$ cat src/shared/icw_regs.svh
`ifndef ICW_REGS_SVH
`define ICW_REGS_SVH

// ----------------------------------------------------------------------
// Register indices; byte address is four times the index.
// ----------------------------------------------------------------------
`define ICW_IDX_ENABLE 8'hA8
`define ICW_IDX_LVL_HI 8'hB7
`define ICW_IDX_LVL_LO 8'hB8
`define ICW_IDX_CTRL 8'hC0
`define ICW_IDX_STATUS 8'hC1

// ----------------------------------------------------------------------
// Field positions, masks and reset values.
// ----------------------------------------------------------------------
`define ICW_GATE_BIT 7
`define ICW_SER_BIT 4
`define ICW_CTRL_IDLE_BIT 0
`define ICW_ENABLE_WMASK 8'hBF
`define ICW_LVL_WMASK 8'h3F
`define ICW_ENABLE_RST 8'h00
`define ICW_LVL_RST 8'h00

// ----------------------------------------------------------------------
// Vector addresses.
// ----------------------------------------------------------------------
`define ICW_VEC_RESET 16'h0000
`define ICW_VEC_EXT0 16'h0003
`define ICW_VEC_TIMER0 16'h000B
`define ICW_VEC_EXT1 16'h0013
`define ICW_VEC_TIMER1 16'h001B
`define ICW_VEC_SERIAL 16'h0023

// ----------------------------------------------------------------------
// Timing counts.
// ----------------------------------------------------------------------
`define ICW_OSC_PER_MCYC 12
`define ICW_WAKE_MCYC 2

`endif

$ cat src/shared/icw_pkg.sv
package icw_pkg;

  // Idle and wake sequencing states.
  typedef enum logic [1:0] {
    ST_RUN,
    ST_IDLE,
    ST_WAKE_RST,
    ST_RESET_OUT
  } icw_state_e;

  // Two-bit priority level formed from the high and low level bits.
  typedef logic [1:0] icw_level_t;

  // Source index in polling order, external 0 first.
  typedef logic [2:0] icw_src_t;

endpackage : icw_pkg

$ cat src/shared/icw_slot_if.sv
`timescale 1ns/10ps
`default_nettype none

// Signals of one request source between the controller and its slot.
interface icw_slot_if;
  logic flag;
  logic en;
  logic gate;
  logic lo;
  logic hi;
  logic pend;
  icw_pkg::icw_level_t level;

  modport slot (input flag, input en, input gate, input lo, input hi, output pend, output level);
  modport ctl (output flag, output en, output gate, output lo, output hi, input pend, input level);
endinterface : icw_slot_if

`default_nettype wire

$ cat src/core/icw_top.sv
// Register access over AHB-Lite was decided locally.
`timescale 1ns/10ps
`default_nettype none
`include "icw_regs.svh"

// Contract
// - Reset starts execution at 0000H, external 0 vectors to 0003H and timer 0 to 000BH.
// - External 1 vectors to 0013H and timer 1 to 001BH.
// - Receive done, transmit done and SPI done share one source that vectors to 0023H.
// - With the global gate clear nothing is acknowledged, with it set each source needs its enable.
// - Enable bits sit at 5 timer 2, 3 timer 1, 2 external 1, 1 timer 0, 0 external 0, one enables.
// - Bit 4 of the enable register gates both the UART and the SPI request.
// - The enable register resets to zero and bit 6 is reserved.
// - The low level register holds one low priority bit per source at the enable bit positions.
// - The high level register holds one high priority bit per source at the same positions.
// - Idle stops the core while the interrupt logic keeps running.
// - During idle all register contents stay unchanged.
// - Idle ends on any enabled interrupt request or on a hardware reset.
// - A reset wake lets the core run up to two machine cycles with RAM writes blocked.
module icw_top #(
  parameter logic [15:0] TIMER2_VECTOR = 16'h002B,
  parameter int unsigned MCYC_CLKS = `ICW_OSC_PER_MCYC
) (
  input wire logic ref_clk,
  input wire logic srst,
  input wire logic hsel,
  input wire logic [31:0] haddr,
  input wire logic [1:0] htrans,
  input wire logic hwrite,
  input wire logic [2:0] hsize,
  input wire logic [31:0] hwdata,
  input wire logic hready,
  output logic hreadyout,
  output logic [31:0] hrdata,
  output logic hresp,
  input wire logic ext0_request_flag,
  input wire logic timer0_overflow_flag,
  input wire logic ext1_request_flag,
  input wire logic timer1_overflow_flag,
  input wire logic timer2_irq_flag,
  input wire logic receive_done_flag,
  input wire logic transmit_done_flag,
  input wire logic spi_xfer_done_flag,
  output logic irq_valid,
  output logic [15:0] irq_vector,
  input wire logic irq_ack,
  input wire logic irq_return,
  output logic [5:0] irq_taken,
  input wire logic reset_pin,
  output logic core_run,
  output logic ram_write_block,
  output logic sys_reset_req
);

  localparam int unsigned NSRC = 6;
  localparam logic [7:0] WAKE_LIMIT = 8'(`ICW_WAKE_MCYC * MCYC_CLKS);

  // ----------------------------------------------------------------------
  // Declarations.
  // ----------------------------------------------------------------------
  logic [7:0] enable_q;
  logic [7:0] lvl_hi_q;
  logic [7:0] lvl_lo_q;
  logic ap_wr_q;
  logic [7:0] ap_idx_q;
  logic [31:0] hrdata_q;
  logic [31:0] rd_mux;
  logic addr_take;
  logic addr_ok;
  logic wr_en;
  logic wr_idle;
  logic [5:0] src_flag;
  logic [5:0] pend_vec;
  icw_pkg::icw_level_t lvl_arr [NSRC];
  logic best_found;
  icw_pkg::icw_src_t best_idx;
  icw_pkg::icw_level_t best_lvl;
  logic [3:0] in_service_q;
  logic [3:0] isr_d;
  logic isr_any;
  icw_pkg::icw_level_t isr_lvl;
  logic accept;
  logic irq_valid_q;
  logic [15:0] irq_vector_q;
  icw_pkg::icw_src_t irq_src_q;
  icw_pkg::icw_level_t irq_lvl_q;
  logic [5:0] irq_taken_q;
  icw_pkg::icw_state_e state_q;
  logic [1:0] wake_mcyc_q;
  logic mcyc_tick;
  logic [5:0] pend_d_q;
  logic isr_any_d_q;
  icw_pkg::icw_level_t isr_lvl_d_q;
  logic [7:0] wake_clks_q;

  // ----------------------------------------------------------------------
  // AHB-Lite slave.
  // ----------------------------------------------------------------------

  // Zero wait states keep the core's register accesses at bus speed.
  assign hreadyout = 1'b1;
  assign hresp = 1'b0;
  assign hrdata = hrdata_q;
  assign addr_take = hsel && htrans[1] && hready;
  assign addr_ok = (haddr[31:10] == 22'h0) && (haddr[1:0] == 2'h0);

  // Address phase capture for the following data phase.
  always_ff @(posedge ref_clk) begin
    if (srst) begin
      ap_wr_q <= 1'b0;
      ap_idx_q <= 8'h00;
    end else begin
      ap_wr_q <= addr_take && hwrite && addr_ok;
      ap_idx_q <= haddr[9:2];
    end
  end

  // The core is asleep in idle, so any write seen then is dropped.
  assign wr_en = ap_wr_q && (state_q != icw_pkg::ST_IDLE);
  assign wr_idle = wr_en && (ap_idx_q == `ICW_IDX_CTRL) && hwdata[`ICW_CTRL_IDLE_BIT];

  // Read mux; unmapped words and reserved bits read as zero.
  always_comb begin
    case (haddr[9:2])
      `ICW_IDX_ENABLE: rd_mux = {24'h0, enable_q};
      `ICW_IDX_LVL_HI: rd_mux = {24'h0, lvl_hi_q};
      `ICW_IDX_LVL_LO: rd_mux = {24'h0, lvl_lo_q};
      `ICW_IDX_STATUS: rd_mux = {irq_vector_q, 5'h00, irq_src_q, 2'h0,
                                 state_q == icw_pkg::ST_IDLE, irq_valid_q, in_service_q};
      default: rd_mux = 32'h0000_0000;
    endcase
  end

  // Read data is sampled at the address phase and stands in the data phase.
  always_ff @(posedge ref_clk) begin
    if (srst) begin
      hrdata_q <= 32'h0000_0000;
    end else if (addr_take && !hwrite && addr_ok) begin
      hrdata_q <= rd_mux;
    end else begin
      hrdata_q <= 32'h0000_0000;
    end
  end

  // ----------------------------------------------------------------------
  // Enable and level registers.
  // ----------------------------------------------------------------------

  // Enable register; the reserved bit never stores a one.
  always_ff @(posedge ref_clk) begin
    if (srst) begin
      enable_q <= `ICW_ENABLE_RST;
    end else if (wr_en && ap_idx_q == `ICW_IDX_ENABLE) begin
      enable_q <= hwdata[7:0] & `ICW_ENABLE_WMASK;
    end
  end

  // Level registers share the enable bit positions.
  always_ff @(posedge ref_clk) begin
    if (srst) begin
      lvl_hi_q <= `ICW_LVL_RST;
      lvl_lo_q <= `ICW_LVL_RST;
    end else if (wr_en) begin
      if (ap_idx_q == `ICW_IDX_LVL_HI) begin
        lvl_hi_q <= hwdata[7:0] & `ICW_LVL_WMASK;
      end
      if (ap_idx_q == `ICW_IDX_LVL_LO) begin
        lvl_lo_q <= hwdata[7:0] & `ICW_LVL_WMASK;
      end
    end
  end

  // ----------------------------------------------------------------------
  // Source gating and priority resolution.
  // ----------------------------------------------------------------------

  // The three serial events fold into the one serial source.
  assign src_flag = {timer2_irq_flag,
                     receive_done_flag | transmit_done_flag | spi_xfer_done_flag,
                     timer1_overflow_flag, ext1_request_flag,
                     timer0_overflow_flag, ext0_request_flag};

  for (genvar g = 0; g < NSRC; g++) begin : g_slot
    icw_slot_if sif ();
    assign sif.flag = src_flag[g];
    assign sif.en = enable_q[g];
    assign sif.gate = enable_q[`ICW_GATE_BIT];
    assign sif.lo = lvl_lo_q[g];
    assign sif.hi = lvl_hi_q[g];
    assign pend_vec[g] = sif.pend;
    assign lvl_arr[g] = sif.level;
    icw_slot u_slot (
      .s(sif)
    );
  end

  // Strictly greater keeps the earliest source on a tie, external 0 first.
  always_comb begin
    best_found = 1'b0;
    best_idx = 3'h0;
    best_lvl = 2'h0;
    for (int i = 0; i < NSRC; i++) begin
      if (pend_vec[i] && (!best_found || lvl_arr[i] > best_lvl)) begin
        best_found = 1'b1;
        best_idx = 3'(i);
        best_lvl = lvl_arr[i];
      end
    end
  end

  // Highest level now in service.
  always_comb begin
    isr_any = |in_service_q;
    isr_lvl = 2'h0;
    for (int i = 0; i < 4; i++) begin
      if (in_service_q[i]) begin
        isr_lvl = 2'(i);
      end
    end
  end

  // Only a higher level may preempt; the ack cycle blocks a double offer.
  // No offer starts in the cycle that sends the core idle, so idle never shows one.
  assign accept = best_found && (state_q == icw_pkg::ST_RUN) && !wr_idle &&
                  (!isr_any || best_lvl > isr_lvl) && !(irq_valid_q && irq_ack);

  function automatic logic [15:0] vec_of(input icw_pkg::icw_src_t idx);
    case (idx)
      3'h0: vec_of = `ICW_VEC_EXT0;
      3'h1: vec_of = `ICW_VEC_TIMER0;
      3'h2: vec_of = `ICW_VEC_EXT1;
      3'h3: vec_of = `ICW_VEC_TIMER1;
      3'h4: vec_of = `ICW_VEC_SERIAL;
      default: vec_of = TIMER2_VECTOR;
    endcase
  endfunction : vec_of

  // ----------------------------------------------------------------------
  // Vector offer and in-service tracking.
  // ----------------------------------------------------------------------

  // After reset the vector output shows the start address.
  always_ff @(posedge ref_clk) begin
    if (srst) begin
      irq_valid_q <= 1'b0;
      irq_vector_q <= `ICW_VEC_RESET;
      irq_src_q <= 3'h0;
      irq_lvl_q <= 2'h0;
    end else begin
      irq_valid_q <= accept;
      if (accept) begin
        irq_vector_q <= vec_of(best_idx);
        irq_src_q <= best_idx;
        irq_lvl_q <= best_lvl;
      end
    end
  end

  // A return and a new acceptance in one cycle: the new level wins.
  always_comb begin
    isr_d = in_service_q;
    if (irq_return && isr_any) begin
      isr_d[isr_lvl] = 1'b0;
    end
    if (irq_valid_q && irq_ack) begin
      isr_d[irq_lvl_q] = 1'b1;
    end
  end

  always_ff @(posedge ref_clk) begin
    if (srst) begin
      in_service_q <= 4'h0;
      irq_taken_q <= 6'h00;
    end else begin
      in_service_q <= isr_d;
      irq_taken_q <= (irq_valid_q && irq_ack) ? (6'h01 << irq_src_q) : 6'h00;
    end
  end

  assign irq_valid = irq_valid_q;
  assign irq_vector = irq_vector_q;
  assign irq_taken = irq_taken_q;

  // ----------------------------------------------------------------------
  // Idle and wake sequencing.
  // ----------------------------------------------------------------------

  icw_mcyc_div #(
    .DIV(MCYC_CLKS)
  ) u_div (
    .clk(ref_clk),
    .srst(srst),
    .restart(state_q != icw_pkg::ST_WAKE_RST),
    .tick(mcyc_tick)
  );

  // Reset takes precedence over an interrupt wake in the same cycle.
  always_ff @(posedge ref_clk) begin
    if (srst) begin
      state_q <= icw_pkg::ST_RUN;
    end else begin
      case (state_q)
        icw_pkg::ST_RUN: begin
          if (reset_pin) begin
            state_q <= icw_pkg::ST_RESET_OUT;
          end else if (wr_idle) begin
            state_q <= icw_pkg::ST_IDLE;
          end
        end
        icw_pkg::ST_IDLE: begin
          if (reset_pin) begin
            state_q <= icw_pkg::ST_WAKE_RST;
          end else if (|pend_vec) begin
            state_q <= icw_pkg::ST_RUN;
          end
        end
        icw_pkg::ST_WAKE_RST: begin
          if (mcyc_tick && wake_mcyc_q == 2'(`ICW_WAKE_MCYC - 1)) begin
            state_q <= icw_pkg::ST_RESET_OUT;
          end
        end
        icw_pkg::ST_RESET_OUT: begin
          if (!reset_pin) begin
            state_q <= icw_pkg::ST_RUN;
          end
        end
        default: state_q <= icw_pkg::ST_RUN;
      endcase
    end
  end

  // Machine cycles spent in the reset wake window.
  always_ff @(posedge ref_clk) begin
    if (srst || state_q != icw_pkg::ST_WAKE_RST) begin
      wake_mcyc_q <= 2'h0;
    end else if (mcyc_tick) begin
      wake_mcyc_q <= wake_mcyc_q + 2'h1;
    end
  end

  // Ports stay writable in the wake window; only RAM writes are held off.
  assign core_run = (state_q == icw_pkg::ST_RUN) || (state_q == icw_pkg::ST_WAKE_RST);
  assign ram_write_block = (state_q == icw_pkg::ST_WAKE_RST) ||
                           (state_q == icw_pkg::ST_RESET_OUT);
  assign sys_reset_req = (state_q == icw_pkg::ST_RESET_OUT);

  // ----------------------------------------------------------------------
  // Assertions and their helper state.
  // ----------------------------------------------------------------------

  always_ff @(posedge ref_clk) begin
    if (srst) begin
      pend_d_q <= 6'h00;
      isr_any_d_q <= 1'b0;
      isr_lvl_d_q <= 2'h0;
      wake_clks_q <= 8'h00;
    end else begin
      pend_d_q <= pend_vec;
      isr_any_d_q <= isr_any;
      isr_lvl_d_q <= isr_lvl;
      wake_clks_q <= (state_q == icw_pkg::ST_WAKE_RST) ? wake_clks_q + 8'h01 : 8'h00;
    end
  end

  property p_gate_off;
    @(posedge ref_clk) disable iff (srst) !enable_q[`ICW_GATE_BIT] |=> !irq_valid_q;
  endproperty
  a_gate_off: assert property (p_gate_off)
    else $error("interrupt offered with global gate clear");

  property p_src_enabled;
    @(posedge ref_clk) disable iff (srst) irq_valid_q |-> pend_d_q[irq_src_q];
  endproperty
  a_src_enabled: assert property (p_src_enabled)
    else $error("offered source was not enabled and pending");

  property p_vec_ext0;
    @(posedge ref_clk) disable iff (srst)
      irq_valid_q && irq_src_q == 3'h0 |-> irq_vector_q == 16'h0003;
  endproperty
  a_vec_ext0: assert property (p_vec_ext0)
    else $error("external 0 vector wrong");

  property p_vec_ext1;
    @(posedge ref_clk) disable iff (srst)
      irq_valid_q && irq_src_q == 3'h2 |-> irq_vector_q == 16'h0013;
  endproperty
  a_vec_ext1: assert property (p_vec_ext1)
    else $error("external 1 vector wrong");

  property p_vec_serial;
    @(posedge ref_clk) disable iff (srst)
      irq_valid_q && irq_src_q == 3'h4 |-> irq_vector_q == 16'h0023;
  endproperty
  a_vec_serial: assert property (p_vec_serial)
    else $error("serial vector wrong");

  property p_serial_share;
    @(posedge ref_clk) disable iff (srst)
      spi_xfer_done_flag && enable_q[7] && enable_q[4] |-> pend_vec[4];
  endproperty
  a_serial_share: assert property (p_serial_share)
    else $error("SPI event not raised on the serial source");

  property p_reset_vals;
    @(posedge ref_clk) disable iff (srst)
      $fell(srst) |-> enable_q == 8'h00 && irq_vector_q == 16'h0000;
  endproperty
  a_reset_vals: assert property (p_reset_vals)
    else $error("enable or start vector not at reset value");

  property p_preempt;
    @(posedge ref_clk) disable iff (srst)
      irq_valid_q && isr_any_d_q |-> irq_lvl_q > isr_lvl_d_q;
  endproperty
  a_preempt: assert property (p_preempt)
    else $error("offer does not outrank the level in service");

  property p_idle_stops;
    @(posedge ref_clk) disable iff (srst)
      state_q == icw_pkg::ST_IDLE |-> !core_run && !irq_valid_q ##1 !irq_taken_q[0];
  endproperty
  a_idle_stops: assert property (p_idle_stops)
    else $error("core running in idle");

  property p_idle_frozen;
    @(posedge ref_clk) disable iff (srst)
      state_q == icw_pkg::ST_IDLE && $past(state_q) == icw_pkg::ST_IDLE |->
        $stable(enable_q) && $stable(lvl_hi_q) && $stable(lvl_lo_q);
  endproperty
  a_idle_frozen: assert property (p_idle_frozen)
    else $error("register changed during idle");

  property p_idle_wake;
    @(posedge ref_clk) disable iff (srst)
      state_q == icw_pkg::ST_IDLE && (|pend_vec) && !reset_pin |=> core_run;
  endproperty
  a_idle_wake: assert property (p_idle_wake)
    else $error("enabled request did not end idle");

  property p_wake_window;
    @(posedge ref_clk) disable iff (srst)
      state_q == icw_pkg::ST_WAKE_RST |-> ram_write_block && wake_clks_q < WAKE_LIMIT;
  endproperty
  a_wake_window: assert property (p_wake_window)
    else $error("reset wake window too long or RAM writes open");

endmodule : icw_top

`default_nettype wire

$ cat src/core/icw_slot.sv
`timescale 1ns/10ps
`default_nettype none

module icw_slot (
  icw_slot_if.slot s
);

  // A source requests only with the global gate, its own enable and its flag.
  assign s.pend = s.gate & s.en & s.flag;
  // The high bit ranks above the low bit, giving four levels.
  assign s.level = {s.hi, s.lo};

endmodule : icw_slot

`default_nettype wire

$ cat src/core/icw_mcyc_div.sv
`timescale 1ns/10ps
`default_nettype none
`include "icw_regs.svh"

module icw_mcyc_div #(
  parameter int unsigned DIV = `ICW_OSC_PER_MCYC
) (
  input wire logic clk,
  input wire logic srst,
  input wire logic restart,
  output logic tick
);

  localparam int unsigned CW = $clog2(DIV);

  // The counter width and the wake window helper only cover this range.
  if (DIV < 2 || DIV > 64) begin : g_bad_div
    $error("icw_mcyc_div: DIV must lie between 2 and 64");
  end

  logic [CW-1:0] cnt_q;

  // Restart holds the count at zero so the first tick is a full cycle away.
  always_ff @(posedge clk) begin
    if (srst || restart) begin
      cnt_q <= '0;
    end else if (cnt_q == CW'(DIV - 1)) begin
      cnt_q <= '0;
    end else begin
      cnt_q <= cnt_q + CW'(1);
    end
  end

  assign tick = !restart && (cnt_q == CW'(DIV - 1)); // End of one machine cycle.

endmodule : icw_mcyc_div

`default_nettype wire

$ cat config.mk
export PLATFORM = sky130hd
export DESIGN_NAME = icw_top
export DESIGN_NICKNAME = d
export VERILOG_FILES = /design/src/shared/icw_pkg.sv /design/src/shared/icw_slot_if.sv /design/src/core/icw_top.sv /design/src/core/icw_slot.sv /design/src/core/icw_mcyc_div.sv
export VERILOG_INCLUDE_DIRS = /design/src /design/src/shared
export SDC_FILE = /design/constraint.sdc
export NUM_CORES = 1
export LEC_CHECK = 0
export BUFFER_PORTS_ARGS = -buffer_cell sky130_fd_sc_hd__buf_2
export CORE_ASPECT_RATIO = 1.2
export CORE_MARGIN = 5
export CORE_UTILIZATION = 48
export DETAILED_ROUTE_END_ITERATION = 8
export PLACE_DENSITY = 0.84
export SLEW_MARGIN = 10
export SYNTH_ARGS = -nofsm -noshare
export SYNTH_HDL_FRONTEND = slang
export SYNTH_SLANG_ARGS = --single-unit
$ cat constraint.sdc
create_clock -name ref_clk -period 10.1 [get_ports ref_clk]
set_clock_uncertainty 0.1 [all_clocks]
set_input_delay 2.02 -clock ref_clk [delete_from_list [all_inputs] [get_ports ref_clk]]
set_output_delay 2.02 -clock ref_clk [all_outputs]
set_load 0.03 [all_outputs]
==> results.md, run 1 <==
* GR Overflow Total at 0
* Cell area reported after detailed placement at 3890 µm²
* Synthesized instance count at 397
* Count of pins over their slew limit at 0
* Largest driver fanout on the critical path at 12
* Cell Count, Final, Fillers Out at roughly 570
* Share of power burned in registers at around half
* Total half-perimeter wirelength after legalization and detailed placement at approximately 6400 µm
* Design area at 4150 µm²
* Number of top-level design ports at about 150
* Startpoint-to-endpoint class of the critical path: in2reg
* Worst r2r src: enable_q[7]$_SDFFE_PP0P_
* Measured slew at the worst slew-check pin at approximately 950 ps
* Area delta synth->final at 17.4%
* Remaining routing DRC violations at 0
* Share of the clock period used by the worst path after layout at 93.5%
* Worst hold slack after final layout at around 360 ps
* Net switching fraction of the power at between 20% and 30%
* Pwr Density at between 100 and 150 nW/µm²
* Achievable frequency at about 110 MHz
* Total clock sinks at 70
* Leakage component of the power at around 1.8 nW
* Clock period minus final worst setup slack at about 9400 ps
* Clock latency on the worst-skew pair at 340 ps
* Startpoint kind of the worst setup timing path: input port
* Number of enable-type register cells in the synthesized netlist at 0
* Unrepaired setup endpoints after global routing: no
* Count of yosys warnings during synthesis at 0
* Post-route antenna net violation count at 0
* Critical path launch point: ext0_request_flag
* Ratio of cells with drive above 1 in the final layout at around 24%
* Total of hold buffers inserted after clock tree synthesis at 0
* Maximum number of buffers from clock root to sink at 2
* Post-CTS setup buffers at 0
* GPL Wtd Cong at just under 0.9
* Sequential share of the synthesized area at ~40%
* IR Drop Worst-Case VDD at around 0.00011 V
* Number of nets in the finished design at slightly below 600
* Post-detailed-route via-to-cell ratio at roughly 5.3
* Top_reg_cell synth: sky130_fd_sc_hd__dfxtp_1
* Starting utilization of the core area at about half
* R2R setup slack at around 1800 ps
* Count of H-tree levels built during CTS at 3
* Iteration-0 DRC Markers at 186
* Synth Area per Inst at roughly 8.9 µm²
* Worst setup path endpoint: irq_lvl_q[0]$_SDFFE_PP0P_
* Cts bufs inserted at 9
* Area of the die at around 9200 µm²
* Worst-case headroom to the max-slew limit at between 30% and 40%
* Clock transition at the registers of the reported paths at roughly 70 ps
* Final hold vios at 0
* Cell type of the slowest stage on the worst timing path: sky130_fd_sc_hd__mux2_2
* Antenna violations before repair at 0
* Via total after detailed routing at ~3000
* Routed len/inst at between 10 and 15 µm
* Count of inserted antenna diode cells at 0
* Kind of path behind the tightest hold check: reg2reg
* Number of global-route vias before repair at 2847
* Critical path data arrival time at between 9000 and 10000 ps
* Capturing point of the worst reg2reg path: irq_lvl_q[0]$_SDFFE_PP0P_
* Element type at the critical path end: register
* Clock root buffer: sky130_fd_sc_hd__clkbuf_8
* PortBufs at 85
* 1st-pass router iterations at 5
* Async set-or-reset flop fraction in the synthesized netlist at 0%
* Chip height at approximately 100 µm
* Net Sw Power at about 0.14 mW
* Final setup fails at 0
* Number of synthesized register bits at 70
* Clock network fraction of total power at roughly 43%
* Critical Path Max Stage Delay at roughly 380 ps
* Cell internal power dissipation at 0.431 mW
* Combinational power share at about 7.8%
* Pin count of the biggest net entering global routing at between 40 and 50
* Post-Synthesis Cell Area at around 3500 µm²
* Cells resized by post-CTS repair at 0
* Placeable Area at about 7200 µm²
* Die Span X at just under 90 µm
* Global-route wire length before repair at around 13000 µm
* Number of placement rows at 34
* Unique cell type count in the Yosys netlist at 58
* Register-to-Register Path Depth at 38
* Total instance count after detailed placement at around 560
* Detailed Route WL at 8250 µm
* Maxcap violations at 0
* Data required time at the worst endpoint at just over 10000 ps
* # fillers at around 640
* Result of the run: complete, no violations
* Global-route usage over all layers at about 18%
* CTS tree: built
==> per-stage QoR <==
stage                     utilization (%)  setup TNS [ps]  power [mW]  setup WS (ps)
after floorplan                         -               0       0.324            689
after global placement               53.8               0       0.330            285
after detailed placement             53.8            -142       0.331          -39.6
after CTS                            56.8               0       0.570            313
after global routing                 57.3               0       0.588           19.3
final                                57.3               0       0.566            652
==> cells in the mapped netlist, drive strengths merged, types with 8 or more instances <==
library cell,number,area share [%]
a21oi,15,2.1
nor2,48,5.2
a22oi,13,2.8
nand2,17,1.8
mux2i,20,5.7
nand3,9,1.3
o21ai,12,1.8
nor3,8,1.1
and3,11,1.9
ha,14,5.0
nor2b,16,2.8
dfxtp,70,40
buf,36,7.6
inv,19,2.0
clkbuf,9,0.96
==> registers in the layout (all words and copies together), names as in the netlist <==
register / count
hrdata: 14
ap_idx_q: 8
enable_q: 7
irq_taken: 6
lvl_hi_q: 6
lvl_lo_q: 6
in_service_q: 4
irq_vector: 4
u_div.cnt_q: 4
irq_src_q: 3
irq_lvl_q: 2
state_q: 2
wake_mcyc_q: 2
ap_wr_q: 1
irq_valid: 1
==> cell families (layout without fill, tap and decap cells) <==
group,Yosys count,in the layout,share of synthesized area [%]
and+or+nand+nor,146,146,21.9
adders and majority gates,14,14,4.96
other,2,30,0.213
DFF,70,70,39.7
AOI/OAI and AO/OA,77,77,15.9
buffers and inverters,64,121,10.6
xor gates and xnor gates,3,3,0.744
muxes,21,21,5.99
==> final cells by class <==
class	count	area [µm²]	share of cell area (%)
timing repair buffer	87	440	10.6
inverter	19	71.3	1.72
clock inverter	5	85.1	2.05
tap	90	113	2.72
clock buffer	10	128	3.08
sequential	70	1400	33.8
multi-input combinational	291	1910	46.0
==> critical path: cells and delay by family <==
kind            cells  cell delay (ps)
buf+inv             2              170
fa+ha+maj           6             1640
mux                 1              380
simple gates       13             2050
compound gates     17             3330
==> cell usage in the layout, fill, tap and decap left out, types with 3 or more instances in the layout <==
cell                       count
sky130_fd_sc_hd__o211ai_1      3
sky130_fd_sc_hd__and3_1       10
sky130_fd_sc_hd__nor4b_1       5
sky130_fd_sc_hd__a211oi_1      4
sky130_fd_sc_hd__nand2_1      17
sky130_fd_sc_hd__mux2i_1      20
sky130_fd_sc_hd__ha_1         14
sky130_fd_sc_hd__nor2b_1      16
sky130_fd_sc_hd__a21oi_1      15
sky130_fd_sc_hd__nor3_1        8
sky130_fd_sc_hd__dfxtp_1      70
sky130_fd_sc_hd__o21a_1        3
sky130_fd_sc_hd__clkbuf_8      9
sky130_fd_sc_hd__and2_1        6
sky130_fd_sc_hd__buf_2        85
sky130_fd_sc_hd__nor4_1        5
sky130_fd_sc_hd__inv_1        19
sky130_fd_sc_hd__conb_1       30
sky130_fd_sc_hd__nand4_1       5
sky130_fd_sc_hd__a211o_1       3
sky130_fd_sc_hd__a22oi_1      13
sky130_fd_sc_hd__nand3_1       9
sky130_fd_sc_hd__nand4b_1      3
sky130_fd_sc_hd__nor2_1       47
sky130_fd_sc_hd__o21ai_0       9
sky130_fd_sc_hd__a21o_1        4
==> power by group through the flow <==
stage / Combinational [mW] / Clock [mW] / Sequential, mW
3_5_place_dp: 0.0436 / 0 / 0.287
4_1_cts: 0.0436 / 0.245 / 0.281
3_3_place_gp: 0.0427 / 0 / 0.287
2_1_floorplan: 0.0374 / 0 / 0.286
6_report: 0.0439 / 0.241 / 0.281
5_1_grt: 0.0474 / 0.259 / 0.281
==> worst min-delay path by stage <==
stage | depth (start not counted) | startpoint | to | slack [ps]
final | 1 | u_div.cnt_q[0]$_SDFF_PP0_ | u_div.cnt_q[0]$_SDFF_PP0_ | 360
after CTS | 1 | irq_src_q[1]$_SDFFE_PP0P_ | irq_taken[1]$_SDFF_PP0_ | 370
after floorplan | 1 | u_div.cnt_q[0]$_SDFF_PP0_ | u_div.cnt_q[0]$_SDFF_PP0_ | 320
after detailed placement | 1 | u_div.cnt_q[0]$_SDFF_PP0_ | u_div.cnt_q[0]$_SDFF_PP0_ | 360
after global routing | 1 | u_div.cnt_q[0]$_SDFF_PP0_ | u_div.cnt_q[0]$_SDFF_PP0_ | 390
after global placement | 1 | u_div.cnt_q[0]$_SDFF_PP0_ | u_div.cnt_q[0]$_SDFF_PP0_ | 330
==> per-layer routing <==
metal,GRT usage (%),share of wire [%],vias to the layer above,routed length (µm)
met1,20.5,39,1384,3180
met4,8.10,2.8,0,229
met3,4.04,10,17,823
li1,-,-,1512,-
met5,0,0,-,0
met2,29.8,49,127,4010
Note: power is estimated with default switching activity, not from simulation.
==> run 2: changes to the inputs <==
--- a/config.mk
+++ b/config.mk
@@ -10,6 +10,7 @@
 export CORE_ASPECT_RATIO = 1.2
 export CORE_MARGIN = 5
 export CORE_UTILIZATION = 48
+export CTS_BUF_LIST = sky130_fd_sc_hd__clkbuf_16
 export DETAILED_ROUTE_END_ITERATION = 8
 export PLACE_DENSITY = 0.84
 export SLEW_MARGIN = 10
==> constraint.sdc (replaced) <==
create_clock -name ref_clk -period 8.85 [get_ports ref_clk]
set_clock_uncertainty 0.1 [all_clocks]
set_input_delay 1.77 -clock ref_clk [delete_from_list [all_inputs] [get_ports ref_clk]]
set_output_delay 1.77 -clock ref_clk [all_outputs]
set_load 0.03 [all_outputs]
==> results.md, run 2 (synthesis gave the netlist of run 1 again) <==
* CTS tree: built
* Post-route antenna net violation count at 0 (unchanged)
* Count of pins over their slew limit at 0 (unchanged)
* Global-route usage over all layers at 19.0% (+1.4 points)
* IR Drop Worst-Case VDD at 0.000118 V (+4.5%)
* Via total after detailed routing at 3230 (+6.3%)
* Kind of path behind the tightest hold check: reg2reg
* Worst Hold Launch: u_div.cnt_q[0]$_SDFF_PP0_
* Result of the run: complete, no violations
* Final setup fails at 0 (unchanged)
* Critical path data arrival time at 8860 ps (-750 ps)
* Critical path depth at 39 (unchanged)
* Cell type of the slowest stage on the worst timing path: sky130_fd_sc_hd__a211o_1
* Count of inserted antenna diode cells at 0 (unchanged)
* Most frequent cell on the critical path: sky130_fd_sc_hd__ha_1
* Area delta synth->final at 28.5%
* Count of H-tree levels built during CTS at 3 (unchanged)
* Footprint of the multi-input gates at 2070 µm² (+8.4%)
* Design area at 4540 µm² (+9.4%)
* Post-detailed-route via-to-cell ratio at 5.45 (+2.5%)
* Placeable Area at 7230 µm² (unchanged)
* Flip-flop count of the largest register after layout at 14 (unchanged)
* Maxcap violations at 0 (unchanged)
* Iteration-0 DRC Markers at 191 (+2.7%)
* Worst r2r src: enable_q[7]$_SDFFE_PP0P_
* Critical Path Max Stage Delay at 330 ps (-50 ps)
* Register-to-Register Path Depth at 38 (unchanged)
* Pin count of the biggest net entering global routing at 45 (unchanged)
* Ratio of cells with drive above 1 in the final layout at 31.8% (+7.5 points)
* 1st-pass router iterations at 5 (unchanged)
* Routed len/inst at 15.7 µm (+8.8%)
* Final hold vios at 0 (unchanged)
* Die Span X at 88.3 µm (unchanged)
* # fillers at 612 (-3.6%)
* Clock period minus final worst setup slack at 8710 ps
* Starting utilization of the core area at 48.8% (unchanged)
* Most frequent cells in the layout: 85 x sky130_fd_sc_hd__buf_2, 70 x sky130_fd_sc_hd__dfxtp_1, 44 x sky130_fd_sc_hd__nor2_1
* Startpoint kind of the worst setup timing path: input port
* R2R setup slack at 1060 ps (-730 ps)
* Most common library cell in the layout ignoring fill and taps: sky130_fd_sc_hd__buf_2
* Cts bufs inserted at 9 (unchanged)
* Largest driver fanout on the critical path at 8 (-4)
* Detailed Route WL at 9300 µm (+13%)
* Pwr Density at 157 nW/µm² (+15%)
* Critical path launch point: ext0_request_flag
* Clock latency on the worst-skew pair at 330 ps (about the same)
* Achievable frequency at 115 MHz
* Antenna violations before repair at 0 (unchanged)
* Capturing point of the worst reg2reg path: irq_lvl_q[0]$_SDFFE_PP0P_
* Leakage component of the power at 1.98 nW (+10%)
* Share of the clock period used by the worst path after layout at a little over nine tenths
* PortBufs at 85 (unchanged)
* Crit path buf inv count at 2 (unchanged)
* Startpoint-to-endpoint class of the critical path: in2reg
* Area of the die at 9180 µm² (unchanged)
* GPL Wtd Cong at 0.899 (+3.7%)
* Data required time at the worst endpoint at 9000 ps (-1260 ps)
* Maximum number of buffers from clock root to sink at 2 (unchanged)
* Remaining routing DRC violations at 0 (unchanged)
* Number of nets in the finished design at 598 (+3.6%)
* Global-route wire length before repair at 13700 µm (+6.9%)
* Clock transition at the registers of the reported paths at 50 ps (-20 ps)
* GR Overflow Total at 0 (unchanged)
* Chip height at 104 µm (unchanged)
* Total of hold buffers inserted after clock tree synthesis at 0 (unchanged)
* Measured slew at the worst slew-check pin at 879 ps (-66.6 ps)
* Final Power at 0.713 mW (+26%)
* Clock root buffer: sky130_fd_sc_hd__clkbuf_16
* Number of placement rows at 34 (unchanged)
* Total clock sinks at 70 (unchanged)
* Cell area reported after detailed placement at 4070 µm² (+4.5%)
* Total half-perimeter wirelength after legalization and detailed placement at 6710 µm (+4.5%)
* Element type at the critical path end: register
* Number of top-level design ports at 145 (unchanged)
* Worst-case headroom to the max-slew limit at 41.4% (+4.9 points)
* Critical path's top delay family: compound AO/OA/AOI/OAI gates
* Worst setup path endpoint: irq_lvl_q[0]$_SDFFE_PP0P_
* Number of global-route vias before repair at 2994 (+5.2%)
* Area occupied by registers at 1400 µm² (unchanged)
-- run 2: cell types whose count changed in the layout (fill, tap and decap cells not counted), moves of 3 or more --
cell,before,now
sky130_fd_sc_hd__clkbuf_8,9,0
sky130_fd_sc_hd__buf_4,2,22
sky130_fd_sc_hd__clkbuf_16,0,9
sky130_fd_sc_hd__nor2_1,47,44
sky130_fd_sc_hd__o21ai_1,2,5
sky130_fd_sc_hd__nor2b_1,16,12
sky130_fd_sc_hd__o21ai_0,9,4
-- run 2: stage by stage --
| step | util [%] | hold slack [ps] | worst slack [ps] | TNS, ps | std cells |
|---|---|---|---|---|---|
| 2_1_floorplan | - | 318 | 4.23 | 0 | 425 |
| 3_3_place_gp | 56.3 | 333 | -28.2 | -28.2 | 572 |
| 3_5_place_dp | 56.3 | 341 | -277 | -2260 | 572 |
| 4_1_cts | 60.2 | 348 | 25.5 | 0 | 587 |
| 5_1_grt | 62.7 | 385 | -185 | -1490 | 593 |
| 6_report | 62.7 | 348 | 140 | 0 | 593 |
-- run 2: layout make-up --
type                       instances  area share (%)
timing repair buffer             108            13.3
sequential                        70            30.9
clock buffer                       9            4.97
tap                               90            2.48
multi-input combinational        291            45.6
clock inverter                     6            1.21
inverter                          19            1.57
-- run 2: report_power, final --
part | leakage (nW) | switching [mW] | internal [mW]
Clock | 0.140 | 0.128 | 0.213
Combinational | 1.27 | 0.0353 | 0.0156
Sequential | 0.567 | 0.00257 | 0.318
-- run 2: worst min-delay path by stage --
stage / cells past startpoint / endpoint / slack, ps
2_1_floorplan: 1 / u_div.cnt_q[0]$_SDFF_PP0_ / 320
3_3_place_gp: 1 / u_div.cnt_q[0]$_SDFF_PP0_ / 330
3_5_place_dp: 1 / u_div.cnt_q[0]$_SDFF_PP0_ / 340
4_1_cts: 1 / u_div.cnt_q[0]$_SDFF_PP0_ / 350
5_1_grt: 1 / u_div.cnt_q[0]$_SDFF_PP0_ / 380
6_report: 1 / u_div.cnt_q[0]$_SDFF_PP0_ / 350
-- run 2: repair_timing --
action | in CTS | in global routing
endpoints found under the setup margin | 4 | 10
setup buffers | 0 | 6
hold endpoints to repair | 0 | 0
gates resized for setup | 1 | 28
pin swaps | 0 | 16
-- run 2: metal layers --
metal,share of wire (%),global-route usage [%]
met3,7.3,4.04
met1,36,20.6
met4,4.4,12.5
met2,52,32.4
met5,0,0
